==> config.mk <==
export PLATFORM = sky130hd
export DESIGN_NAME = nso_top
export DESIGN_NICKNAME = d
export VERILOG_FILES = /design/src/verilog/nso_pkg.sv /design/src/verilog/nso_ovr_if.sv /design/src/verilog/nso_top.sv /design/src/verilog/nso_sync.sv /design/src/verilog/nso_over_det.sv
export SDC_FILE = /design/constraint.sdc
export NUM_CORES = 2
export LEC_CHECK = 0
export BUFFER_PORTS_ARGS = -buffer_cell sky130_fd_sc_hd__buf_4
export CAP_MARGIN = 20
export CORE_MARGIN = 2
export CORE_UTILIZATION = 27
export DETAILED_ROUTE_END_ITERATION = 10
export GPL_ROUTABILITY_DRIVEN = 1
export HOLD_SLACK_MARGIN = 0.15
export PLACE_DENSITY = 0.54
export REMOVE_ABC_BUFFERS = 1
export SLEW_MARGIN = 20
export SYNTH_ARGS = -nofsm -noshare
export SYNTH_HDL_FRONTEND = slang
export SYNTH_SLANG_ARGS = --single-unit
export TNS_END_PERCENT = 50
==> constraint.sdc <==
create_clock -name I_REF_CLK -period 3.15 [get_ports I_REF_CLK]
set_clock_uncertainty 0.1 [all_clocks]
set_input_delay 0 -clock I_REF_CLK [delete_from_list [all_inputs] [get_ports I_REF_CLK]]
set_output_delay 0 -clock I_REF_CLK [all_outputs]
set_load 0.01 [all_outputs]
==> src/verilog/nso_pkg.sv <==
package nso_pkg;
  localparam int DATA_W = 32;
  localparam int ADDR_W = 8;
  localparam int BE_W = 4;
  localparam int NUM_DDC = 2;
  localparam int NUM_OSC = 4;
  localparam int SEL_W = 2;
  localparam int NUM_FLAG = 4;
  localparam int SAMPLE_W = 12;
  localparam int LEN_W = 8;
  localparam int PHASE_W = 32;

  localparam logic [ADDR_W-1:0] ADDR_CTRL = 8'h00;
  localparam logic [ADDR_W-1:0] ADDR_SEL_STAT = 8'h04;
  localparam logic [ADDR_W-1:0] ADDR_LIMIT_FIRST = 8'h08;
  localparam logic [ADDR_W-1:0] ADDR_LIMIT_SECOND = 8'h0C;
  localparam logic [ADDR_W-1:0] ADDR_MIN_LEN = 8'h10;
  localparam logic [ADDR_W-1:0] ADDR_EVT_STAT = 8'h14;
  localparam logic [ADDR_W-1:0] ADDR_EVT_CLEAR = 8'h18;
  localparam logic [ADDR_W-1:0] ADDR_EVT_ENABLE = 8'h1C;
  localparam logic [ADDR_W-1:0] ADDR_FREQ_BASE = 8'h20;
  localparam int FREQ_IDX_LSB = 2;
  localparam int FREQ_IDX_MSB = 4;
  localparam int FREQ_BASE_LSB = 5;

  localparam int CTRL_MODE_BIT = 0;
  localparam int CTRL_SEL_A_LSB = 4;
  localparam int CTRL_SEL_B_LSB = 6;
  localparam int SEL_STAT_B_LSB = 2;

  localparam logic CTRL_MODE_RESET = 1'h0;
  localparam logic [SEL_W-1:0] SEL_RESET = 2'h0;
  localparam logic [SAMPLE_W-1:0] LIMIT_FIRST_RESET = 12'h700;
  localparam logic [SAMPLE_W-1:0] LIMIT_SECOND_RESET = 12'h7F0;
  localparam logic [LEN_W-1:0] MIN_LEN_RESET = 8'h00;
  localparam logic [PHASE_W-1:0] FREQ_RESET = 32'h00000000;

  typedef enum logic [1:0] {
    NSO_BUS_IDLE = 2'b01,
    NSO_BUS_ACK = 2'b10
  } nso_bus_state_type;
endpackage

==> src/verilog/nso_ovr_if.sv <==
interface nso_ovr_if
  import nso_pkg::*;
#(
  parameter int MAG_W = SAMPLE_W,
  parameter int LW = LEN_W
);
  logic [MAG_W-1:0] mag;
  logic [MAG_W-1:0] limit;
  logic [LW-1:0] min_len;
  logic over;
  logic rise;
  modport det (input mag, input limit, input min_len,
    output over, output rise);
  modport ctl (output mag, output limit, output min_len,
    input over, input rise);
endinterface

==> src/verilog/nso_top.sv <==
module nso_top
  import nso_pkg::*;
(
  input wire logic I_REF_CLK,
  input wire logic I_RST,
  input wire logic [ADDR_W-1:0] I_ADDRESS,
  input wire logic I_READ,
  input wire logic I_WRITE,
  input wire logic [DATA_W-1:0] I_WRITEDATA,
  input wire logic [BE_W-1:0] I_BYTEENABLE,
  output logic [DATA_W-1:0] O_READDATA,
  output logic O_WAITREQUEST,
  output logic O_IRQ,
  input wire logic I_DDC_A_OSC_SEL_LSB,
  input wire logic I_DDC_A_OSC_SEL_MSB,
  input wire logic I_DDC_B_OSC_SEL_LSB,
  input wire logic I_DDC_B_OSC_SEL_MSB,
  input wire logic [SAMPLE_W-1:0] I_CHAN_A_SAMPLE,
  input wire logic [SAMPLE_W-1:0] I_CHAN_B_SAMPLE,
  output logic [SEL_W-1:0] O_DDC_A_OSC_SEL,
  output logic [SEL_W-1:0] O_DDC_B_OSC_SEL,
  output logic [PHASE_W-1:0] O_DDC_A_PHASE,
  output logic [PHASE_W-1:0] O_DDC_B_PHASE,
  output logic O_CHAN_A_OVER_FIRST,
  output logic O_CHAN_A_OVER_SECOND,
  output logic O_CHAN_B_OVER_FIRST,
  output logic O_CHAN_B_OVER_SECOND
);
  localparam int NUM_FREQ = NUM_DDC * NUM_OSC;

  typedef struct packed {
    nso_bus_state_type bus_state;
    logic waitrequest;
    logic [DATA_W-1:0] readdata;
    logic osc_select_source_mode;
    logic [NUM_DDC-1:0][SEL_W-1:0] soft_sel;
    logic [NUM_DDC-1:0][SEL_W-1:0] act_sel;
    logic [SAMPLE_W-1:0] range_limit_first;
    logic [SAMPLE_W-1:0] range_limit_second;
    logic [LEN_W-1:0] over_min_pulse_len;
    logic [NUM_FREQ-1:0][PHASE_W-1:0] freq;
    logic [NUM_FREQ-1:0][PHASE_W-1:0] phase;
    logic [NUM_DDC-1:0][PHASE_W-1:0] out_phase;
    logic [NUM_FLAG-1:0] evt_stat;
    logic [NUM_FLAG-1:0] evt_en;
    logic irq;
  } nso_top_state_type;

  nso_top_state_type r;
  nso_top_state_type next_r;

  logic [NUM_DDC*SEL_W-1:0] pin_sel_raw;
  logic [NUM_DDC*SEL_W-1:0] pin_sel;
  logic [NUM_FLAG-1:0] flag_over;
  logic [NUM_FLAG-1:0] flag_rise;
  logic [NUM_DDC-1:0][SAMPLE_W-1:0] chan_mag;

  // Byte-lane merge of a write into a stored word
  function automatic logic [DATA_W-1:0] merge_bytes(
    input logic [DATA_W-1:0] old_val,
    input logic [DATA_W-1:0] wdata,
    input logic [BE_W-1:0] be
  );
    logic [DATA_W-1:0] res;
    res = old_val;
    for (int b = 0; b < BE_W; b++) begin
      if (be[b]) begin
        res[b*8 +: 8] = wdata[b*8 +: 8];
      end
    end
    return res;
  endfunction

  // Ones' complement magnitude of a two's complement sample (negatives inverted, one below true magnitude)
  function automatic logic [SAMPLE_W-1:0] magnitude(
    input logic [SAMPLE_W-1:0] s
  );
    logic [SAMPLE_W-1:0] res;
    res = s[SAMPLE_W-1] ? ~s : s;
    return res;
  endfunction

  // Pin order within a DDC: LSB pin is bit 0, MSB pin is bit 1
  assign pin_sel_raw = {I_DDC_B_OSC_SEL_MSB, I_DDC_B_OSC_SEL_LSB,
    I_DDC_A_OSC_SEL_MSB, I_DDC_A_OSC_SEL_LSB};

  nso_sync #(
    .W(NUM_DDC * SEL_W)
  ) u_sel_sync (
    .i_clk(I_REF_CLK),
    .i_rst(I_RST),
    .i_async(pin_sel_raw),
    .o_sync(pin_sel)
  );

  assign chan_mag[0] = magnitude(I_CHAN_A_SAMPLE);
  assign chan_mag[1] = magnitude(I_CHAN_B_SAMPLE);

  // Flag g: channel g/2, threshold g%2
  generate
    for (genvar g = 0; g < NUM_FLAG; g++) begin : g_flag
      nso_ovr_if #(
        .MAG_W(SAMPLE_W),
        .LW(LEN_W)
      ) ovr ();

      assign ovr.mag = chan_mag[g / 2];
      if (g % 2 == 0) begin : g_first
        assign ovr.limit = r.range_limit_first;
      end else begin : g_second
        assign ovr.limit = r.range_limit_second;
      end
      assign ovr.min_len = r.over_min_pulse_len;
      assign flag_over[g] = ovr.over;
      assign flag_rise[g] = ovr.rise;

      nso_over_det u_det (
        .i_clk(I_REF_CLK),
        .i_rst(I_RST),
        .bus(ovr.det)
      );
    end
  endgenerate

  // Register read mux
  function automatic logic [DATA_W-1:0] read_reg(
    input nso_top_state_type s,
    input logic [ADDR_W-1:0] addr
  );
    logic [DATA_W-1:0] res;
    res = '0;
    if (addr == ADDR_CTRL) begin
      res[CTRL_MODE_BIT] = s.osc_select_source_mode;
      res[CTRL_SEL_A_LSB +: SEL_W] = s.soft_sel[0];
      res[CTRL_SEL_B_LSB +: SEL_W] = s.soft_sel[1];
    end else if (addr == ADDR_SEL_STAT) begin
      res[0 +: SEL_W] = s.act_sel[0];
      res[SEL_STAT_B_LSB +: SEL_W] = s.act_sel[1];
    end else if (addr == ADDR_LIMIT_FIRST) begin
      res[SAMPLE_W-1:0] = s.range_limit_first;
    end else if (addr == ADDR_LIMIT_SECOND) begin
      res[SAMPLE_W-1:0] = s.range_limit_second;
    end else if (addr == ADDR_MIN_LEN) begin
      res[LEN_W-1:0] = s.over_min_pulse_len;
    end else if (addr == ADDR_EVT_STAT) begin
      res[NUM_FLAG-1:0] = s.evt_stat;
    end else if (addr == ADDR_EVT_ENABLE) begin
      res[NUM_FLAG-1:0] = s.evt_en;
    end else if (addr[ADDR_W-1:FREQ_BASE_LSB] ==
      ADDR_FREQ_BASE[ADDR_W-1:FREQ_BASE_LSB]) begin
      res = s.freq[addr[FREQ_IDX_MSB:FREQ_IDX_LSB]];
    end
    return res;
  endfunction

  always_comb begin
    logic [DATA_W-1:0] cur;
    logic [DATA_W-1:0] wval;
    logic [NUM_FLAG-1:0] clr;
    logic do_write;
    cur = '0;
    wval = '0;
    clr = '0;
    do_write = 1'b0;
    next_r = r;

    // Bus handshake: one wait cycle, then a one-cycle answer
    case (r.bus_state)
      NSO_BUS_IDLE: begin
        next_r.waitrequest = 1'b1;
        if (I_READ || I_WRITE) begin
          next_r.bus_state = NSO_BUS_ACK;
          next_r.waitrequest = 1'b0;
          next_r.readdata = I_READ ? read_reg(r, I_ADDRESS) : '0;
        end
      end
      NSO_BUS_ACK: begin
        next_r.bus_state = NSO_BUS_IDLE;
        next_r.waitrequest = 1'b1;
        do_write = I_WRITE;
      end
      default: begin
        next_r.bus_state = NSO_BUS_IDLE;
        next_r.waitrequest = 1'b1;
      end
    endcase

    // Writes take effect on the edge that ends the request
    if (do_write) begin
      if (I_ADDRESS == ADDR_CTRL) begin
        cur = read_reg(r, ADDR_CTRL);
        wval = merge_bytes(cur, I_WRITEDATA, I_BYTEENABLE);
        next_r.osc_select_source_mode = wval[CTRL_MODE_BIT];
        next_r.soft_sel[0] = wval[CTRL_SEL_A_LSB +: SEL_W];
        next_r.soft_sel[1] = wval[CTRL_SEL_B_LSB +: SEL_W];
      end else if (I_ADDRESS == ADDR_LIMIT_FIRST) begin
        cur = read_reg(r, ADDR_LIMIT_FIRST);
        wval = merge_bytes(cur, I_WRITEDATA, I_BYTEENABLE);
        next_r.range_limit_first = wval[SAMPLE_W-1:0];
      end else if (I_ADDRESS == ADDR_LIMIT_SECOND) begin
        cur = read_reg(r, ADDR_LIMIT_SECOND);
        wval = merge_bytes(cur, I_WRITEDATA, I_BYTEENABLE);
        next_r.range_limit_second = wval[SAMPLE_W-1:0];
      end else if (I_ADDRESS == ADDR_MIN_LEN) begin
        cur = read_reg(r, ADDR_MIN_LEN);
        wval = merge_bytes(cur, I_WRITEDATA, I_BYTEENABLE);
        next_r.over_min_pulse_len = wval[LEN_W-1:0];
      end else if (I_ADDRESS == ADDR_EVT_CLEAR) begin
        wval = merge_bytes('0, I_WRITEDATA, I_BYTEENABLE);
        clr = wval[NUM_FLAG-1:0];
      end else if (I_ADDRESS == ADDR_EVT_ENABLE) begin
        cur = read_reg(r, ADDR_EVT_ENABLE);
        wval = merge_bytes(cur, I_WRITEDATA, I_BYTEENABLE);
        next_r.evt_en = wval[NUM_FLAG-1:0];
      end else if (I_ADDRESS[ADDR_W-1:FREQ_BASE_LSB] ==
        ADDR_FREQ_BASE[ADDR_W-1:FREQ_BASE_LSB]) begin
        cur = r.freq[I_ADDRESS[FREQ_IDX_MSB:FREQ_IDX_LSB]];
        wval = merge_bytes(cur, I_WRITEDATA, I_BYTEENABLE);
        next_r.freq[I_ADDRESS[FREQ_IDX_MSB:FREQ_IDX_LSB]] = wval;
      end
    end

    // Sticky events; a new rise beats a same-cycle clear
    next_r.evt_stat = (r.evt_stat & ~clr) | flag_rise;
    next_r.irq = |(next_r.evt_stat & next_r.evt_en);

    // Every oscillator advances, selected or not
    for (int k = 0; k < NUM_FREQ; k++) begin
      next_r.phase[k] = r.phase[k] + r.freq[k];
    end

    // Selection source: synced pins or software field
    for (int d = 0; d < NUM_DDC; d++) begin
      if (r.osc_select_source_mode) begin
        next_r.act_sel[d] = pin_sel[d*SEL_W +: SEL_W];
      end else begin
        next_r.act_sel[d] = r.soft_sel[d];
      end
      next_r.out_phase[d] = r.phase[d*NUM_OSC + r.act_sel[d]];
    end
  end

  always_ff @(posedge I_REF_CLK) begin
    if (I_RST) begin
      r.bus_state <= NSO_BUS_IDLE;
      r.waitrequest <= 1'b1;
      r.readdata <= '0;
      r.osc_select_source_mode <= CTRL_MODE_RESET;
      r.soft_sel <= {NUM_DDC{SEL_RESET}};
      r.act_sel <= {NUM_DDC{SEL_RESET}};
      r.range_limit_first <= LIMIT_FIRST_RESET;
      r.range_limit_second <= LIMIT_SECOND_RESET;
      r.over_min_pulse_len <= MIN_LEN_RESET;
      r.freq <= {NUM_FREQ{FREQ_RESET}};
      r.phase <= '0;
      r.out_phase <= '0;
      r.evt_stat <= '0;
      r.evt_en <= '0;
      r.irq <= 1'b0;
    end else begin
      r <= next_r;
    end
  end

  assign O_READDATA = r.readdata;
  assign O_WAITREQUEST = r.waitrequest;
  assign O_IRQ = r.irq;
  assign O_DDC_A_OSC_SEL = r.act_sel[0];
  assign O_DDC_B_OSC_SEL = r.act_sel[1];
  assign O_DDC_A_PHASE = r.out_phase[0];
  assign O_DDC_B_PHASE = r.out_phase[1];
  assign O_CHAN_A_OVER_FIRST = flag_over[0];
  assign O_CHAN_A_OVER_SECOND = flag_over[1];
  assign O_CHAN_B_OVER_FIRST = flag_over[2];
  assign O_CHAN_B_OVER_SECOND = flag_over[3];
endmodule

==> src/verilog/nso_sync.sv <==
module nso_sync
  import nso_pkg::*;
#(
  parameter int W = NUM_DDC * SEL_W
) (
  input wire logic i_clk,
  input wire logic i_rst,
  input wire logic [W-1:0] i_async,
  output logic [W-1:0] o_sync
);
  typedef struct packed {
    logic [W-1:0] stage1;
    logic [W-1:0] stage2;
  } nso_sync_state_type;

  nso_sync_state_type r;
  nso_sync_state_type next_r;

  // Two flops; first stage feeds only the second
  always_comb begin
    next_r = r;
    next_r.stage1 = i_async;
    next_r.stage2 = r.stage1;
  end

  always_ff @(posedge i_clk) begin
    if (i_rst) begin
      r <= '0;
    end else begin
      r <= next_r;
    end
  end

  assign o_sync = r.stage2;
endmodule

==> src/verilog/nso_over_det.sv <==
module nso_over_det
  import nso_pkg::*;
(
  input wire logic i_clk,
  input wire logic i_rst,
  nso_ovr_if.det bus
);
  typedef struct packed {
    logic over;
    logic rise;
    logic [LEN_W-1:0] cnt;
  } nso_det_state_type;

  nso_det_state_type r;
  nso_det_state_type next_r;

  always_comb begin
    next_r = r;
    if (bus.mag > bus.limit) begin
      next_r.over = 1'b1;
      next_r.cnt = bus.min_len;
    end else if (r.cnt != '0) begin
      next_r.cnt = r.cnt - 1'b1;
    end else begin
      next_r.over = 1'b0;
    end
    next_r.rise = next_r.over && !r.over;
  end

  always_ff @(posedge i_clk) begin
    if (i_rst) begin
      r <= '0;
    end else begin
      r <= next_r;
    end
  end

  assign bus.over = r.over;
  assign bus.rise = r.rise;
endmodule

== Word level (Yosys, flattened, before mapping) ==
Cells that the tools add are included.

* Add/sub/neg operators: 13
* Muxes and demuxes: 118
* Magnitude comparators: 8
* Bitwise gates (word level): 13
* Equality and inequality tests: 10
* Reduce and logical (&&, ||, !) cells: 29

{| class="wikitable"
|+ Operators by type and width
! cell !! number
|-
| 32-bit 2-to-1 mux || 15
|-
| 8-bit 2-to-1 mux || 45
|-
| 28-bit 2-to-1 mux || 10
|-
| 32-bit adder || 8
|-
| 256-bit bitwise mux || 1
|-
| 32-bit binary-select mux with 3-bit select || 2
|-
| 32-bit demux with 3-bit select || 1
|-
| 24-bit 2-to-1 mux || 4
|-
| 4-bit 2-to-1 mux || 19
|-
| 32-bit binary-select mux with 2-bit select || 1
|-
| 12-bit > comparator || 4
|-
| 12-bit 2-to-1 mux || 4
|-
| 20-bit 2-to-1 mux || 2
|-
| 33-bit 2-to-1 mux || 1
|-
| 8-bit by 5-bit == test with 1-bit output (second input constant) || 4
|-
| 8-bit nonzero test || 4
|-
| 8-bit by 1-bit subtractor with 8-bit output (second input constant) || 4
|-
| 12-bit inverter || 2
|-
| 8-bit by 4-bit == test with 1-bit output (second input constant) || 2
|-
| 1-bit 2-to-1 mux || 10
|-
| 5-bit AND reduction || 2
|-
| 4-bit AND || 2
|-
| 8-bit by 3-bit == test with 1-bit output (second input constant) || 1
|-
| 8-bit logical NOT || 1
|-
| other kinds (24) || 42
|}

* Bits in registers: 709
* Bits of input ports: 76
* Output and inout bits: 106

== Logic depth before layout (Yosys ltp) ==
* Word-level depth: 30
* Depth in mapped cells: 13
* Gate-level depth less buffers: 12

== Hierarchy ==
From an unflattened synthesis, not the netlist that was laid out.

* Cells, all modules: 4798
* Area, all modules: 41407.2 µm²

{| class="wikitable"
|+ By module, submodules not included
! module !! sequential area each (µm²) !! times used !! area each (µm²) !! cells each
|-
| nso_top || 13232.7 || 1 || 37268.2 || 4298
|-
| nso_over_det || 200.2 || 4 || 982.2 || 121
|-
| nso_sync || 160.2 || 1 || 210.2 || 16
|}

== Worst setup path before layout ==
OpenSTA, ideal clock, no wires.

* Kind: flip-flop to flip-flop
* Start point: register r[233] in the netlist's numbering
* End point: register r[261] in the netlist's numbering
* Library setup time: 128 ps
* Path slack: 189 ps
* Data arrival time: 2733 ps
* Stages on the path, launching flop included: 12
* Path through: dfxtp_1 > ha_1 > fa_1 > a211oi_2 > o21a_1 > o22ai_1 > a221o_1 > a221oi_4 > o31ai_2 > a311oi_2 > xor2_1 > nor2_1

* Longest elaborated chain between the ends: 1

{| class="wikitable"
|+ Ends and longest elaborated chain
! what !! RTL line !! text
|-
| start, declared || nso_top.sv:49 || <nowiki>nso_top_state_type r;</nowiki>
|-
| start signal, assigned || nso_top.sv:261 || <nowiki>r <= next_r;</nowiki>
|-
| 32-bit adder || nso_top.sv:229 || <nowiki>next_r.phase[k] = r.phase[k] + r.freq[k];</nowiki>
|}

Every way passes these cells.
A chain may end at the register's enable or synchronous reset.

== Final worst setup path ==
* Start point: register r[489] in the netlist's numbering
* End point: register r[261] in the netlist's numbering

Same word-level chain as after synthesis.

==> flow_summary.yaml <==
global_routing:
  grt_usage_pct: 17.0
  grt_start_max_net_pins: 170
  antenna_found_initial: 1
  grt_pass1_vias: 34023
  grt_pass1_wl_um: 202000
  grt_overflow: 0
logic_synthesis:
  synth_top_area_share_pct: 35.2
  yosysUniqueCellTypes: 84
  postSynth.asyncResetShare_pct: 0
  mappedNetlistArea_um2: 40300
  synth_area_per_cell_um2: 8.61
  ys_warn_count: 0
  synth-seq-cells: 709
  yosysSeqAreaShare_pct: 35.2
  synth_area_leaders: "dfxtp_1 35%, ha_1 9.3%, nand2_1 7.3%"
  synthFlopType: "dfxtp_1"
  yosysTopAreaCell: "dfxtp_1"
  synth_edf_count: 0
  synth_cells: 4680
placement:
  placed_area_um2: 44200
  gp_congestion: 0.914
  post-dp-hpwl_um: 97100
  port_buffers: 181
routing:
  drt-vias-per-instance: 5.02
  drt-total-wl_um: 133000
  drc: 0
  routedWlPerCell_um: 19.2
  dr.max_layer_used: "met4"
  first_pass_iters: 6
  dr_wl_met2_um: 59900
  num_vias: 34877
  wl_met3_um: 6820
  dr.first_iter.drc_count: 2642
  wl_met1_um: 62100
  antenna_left: 0
critical_path:
  required_ns: 3.60
  worst-path-max-fanout: 5
  end_kind: "flip-flop"
  startpoint_type: "flip-flop"
  worstPathArrival_ns: 3.54
  worst-r2r-setup-slack_ns: 0.06
  worstSetupPathType: "reg2reg"
die:
  initial_core_util_pct: 27.2
  die_y_um: 390
  core_um2: 148000
  num_rows: 141
  io_pins: 182
  die_x_um: 390
  die-area_um2: 152000
clock_tree:
  cts.sinks: 709
  clk_pin_slew_ns: 0.06
  cts-root-buf: "clkbuf_16"
  htree_levels: 3
  clk_latency_ns: 0.68
  cts_buffers: 80
  cts_tree: "done"
  cts_buffer_depth: 3
pwr:
  irDropWorstVdd_v: 0.000388
  p_leak_nw: 20.0
  cellPowerDensity_nw_per_um2: 452
  p_total_mw: 21.9
timing:
  fmax_ghz: 0.324
  slew_viol_final: 0
  finalHoldViolations: 0
  worstMarginPinSlew_ns: 0.848
  period_minus_slack_ns: 3.09
  rsz0062_at_grt: "true"
  maxSlewHeadroom_pct: 43.5
  period_share_pct: 98.1
  final-setup-viol-count: 0
final_layout:
  post-route-cell-area_um2: 48500
  multi_input_area_um2: 24500
  utilization_pct: 32.8
  fin_nets: 5333
  layout-drive-gt1-share_pct: 15.5
  fill_cells: 15148
  areaGrowthSynthToFinish_pct: 20.4
  seqCellArea_um2: 14200
  antenna_cells: 0
status:
  status: "complete, no violations"
worst_hold_path:
  hold_class: "in2reg"
job:
  drv_cap: 0
repair_timing:
item                       4_1_cts  5_1_grt
hold buffers                   107        0
pin swaps                       13       23
buffers inserted                 3        1
setup endpoints to repair       23       63
hold endpoints to repair       603        0
resized for setup               17       55
registers in the layout, summed over array words and instances (netlist names):
name,flops
O_DDC_A_OSC_SEL,2
O_DDC_A_PHASE,32
O_DDC_B_OSC_SEL,2
O_DDC_B_PHASE,32
O_IRQ,1
O_READDATA,32
O_WAITREQUEST,1
g_flag.ovr.limit,24
g_flag.ovr.min_len,8
g_flag.u_det.bus.over,4
g_flag.u_det.bus.rise,4
g_flag.u_det.r,32
r,527
u_sel_sync.next_r,4
u_sel_sync.o_sync,4
cell families after synthesis:
family	Yosys count	share of synthesized area, %
and+or+nand+nor	1707	18.8
AOI/OAI and AO/OA	1064	16.3
DFF	709	35.2
buffers and inverters	424	4.91
adders and majority gates	308	9.71
muxes	238	10.0
xor gates and xnor gates	230	5.00
per-layer routing:
metal / track usage, % / vias up
met2: 27.4 / 906
met3: 2.04 / 183
met1: 23.3 / 16824
met4: 6.28 / 0
li1: - / 16964
met5: 0 / -
layout make-up:
cell class	instances	area share [%]
multi-input combinational	3547	50.4
tap	1930	4.98
clock buffer	111	4.87
timing repair buffer	493	8.46
sequential	709	29.3
clock inverter	36	1.08
inverter	118	0.915
layout by cell type, fill, tap and decap left out, drive strengths merged, types with 22 or more instances in the layout:
cell type	n
nand3	64
and2	87
nor2b	57
xnor2	115
and3	33
o21a	30
or3	29
dlygate4sd3	107
a21oi	498
nand2	781
nand4	34
dfxtp	709
o21ai	128
o211ai	34
xor2	115
mux2	41
clkbuf	111
a22oi	28
nor2	432
o21bai	34
nand2b	34
nor3	76
a31oi	31
mux2i	69
a21o	125
mux4	128
nor4	22
buf	386
ha	300
inv	121
Yosys cell counts (all sizes together), types with 7 or more instances:
cell	number
dfxtp	709
a22oi	28
or3	29
xor2	115
a41oi	9
a311oi	7
nand2b	34
xnor2	115
nand4	34
a221o	8
mux2	41
clkbuf	167
nor3	76
o31ai	15
nor3b	19
or4	10
o211ai	34
o21a	30
a211oi	21
a211o	9
nand2	781
mux2i	69
nor2	432
ha	300
a21oi	498
nor4	22
and2	87
mux4	128
a21boi	13
inv	117
o21bai	34
o21ai	128
o221ai	7
nor2b	57
o22ai	13
a31oi	31
a21o	125
buf	139
nand3	64
o2111ai	10
fa	8
and3	33
a221oi	9
where the power goes:
group | internal [mW] | total [mW] | switching [mW]
Clock | 6.17 | 10.3 | 4.17
Sequential | 9.18 | 9.34 | 0.168
Combinational | 0.996 | 2.26 | 1.26
final timing paths:
path / start / end / depth (start not counted)
max: r[489] / r[261] / 11
min: I_ADDRESS[2] / O_READDATA[17] / 6
max reg2reg: r[489] / r[261] / 11
min reg2reg: u_sel_sync.next_r[3] / u_sel_sync.o_sync[3] / 1
worst max-delay path: stages (launching register included):
cell	delay, ns
dfxtp_4	0.35
ha_4	0.16
fa_2	0.35
a211oi_2	0.24
o21a_1	0.21
o22ai_4	0.10
a221o_1	0.40
a221oi_4	0.40
o31ai_4	0.15
a311oi_2	0.28
xor2_1	0.17
nor2_1	0.05
stage by stage:
step                worst slack [ns]  instances  hold WS, ns  setup TNS (ns)
detailed placement            -0.375       6686        0.124           -1.73
global placement              -0.417       6686        0.114           -1.38
CTS                          -0.0653       6943        0.152         -0.0653
floorplan                     -0.253       4374      -0.0333          -11.68
finish                        0.0611       6944        0.185               0
global route                 -0.0677       6944        0.233          -0.167
(Power assumes the default switching activity.)
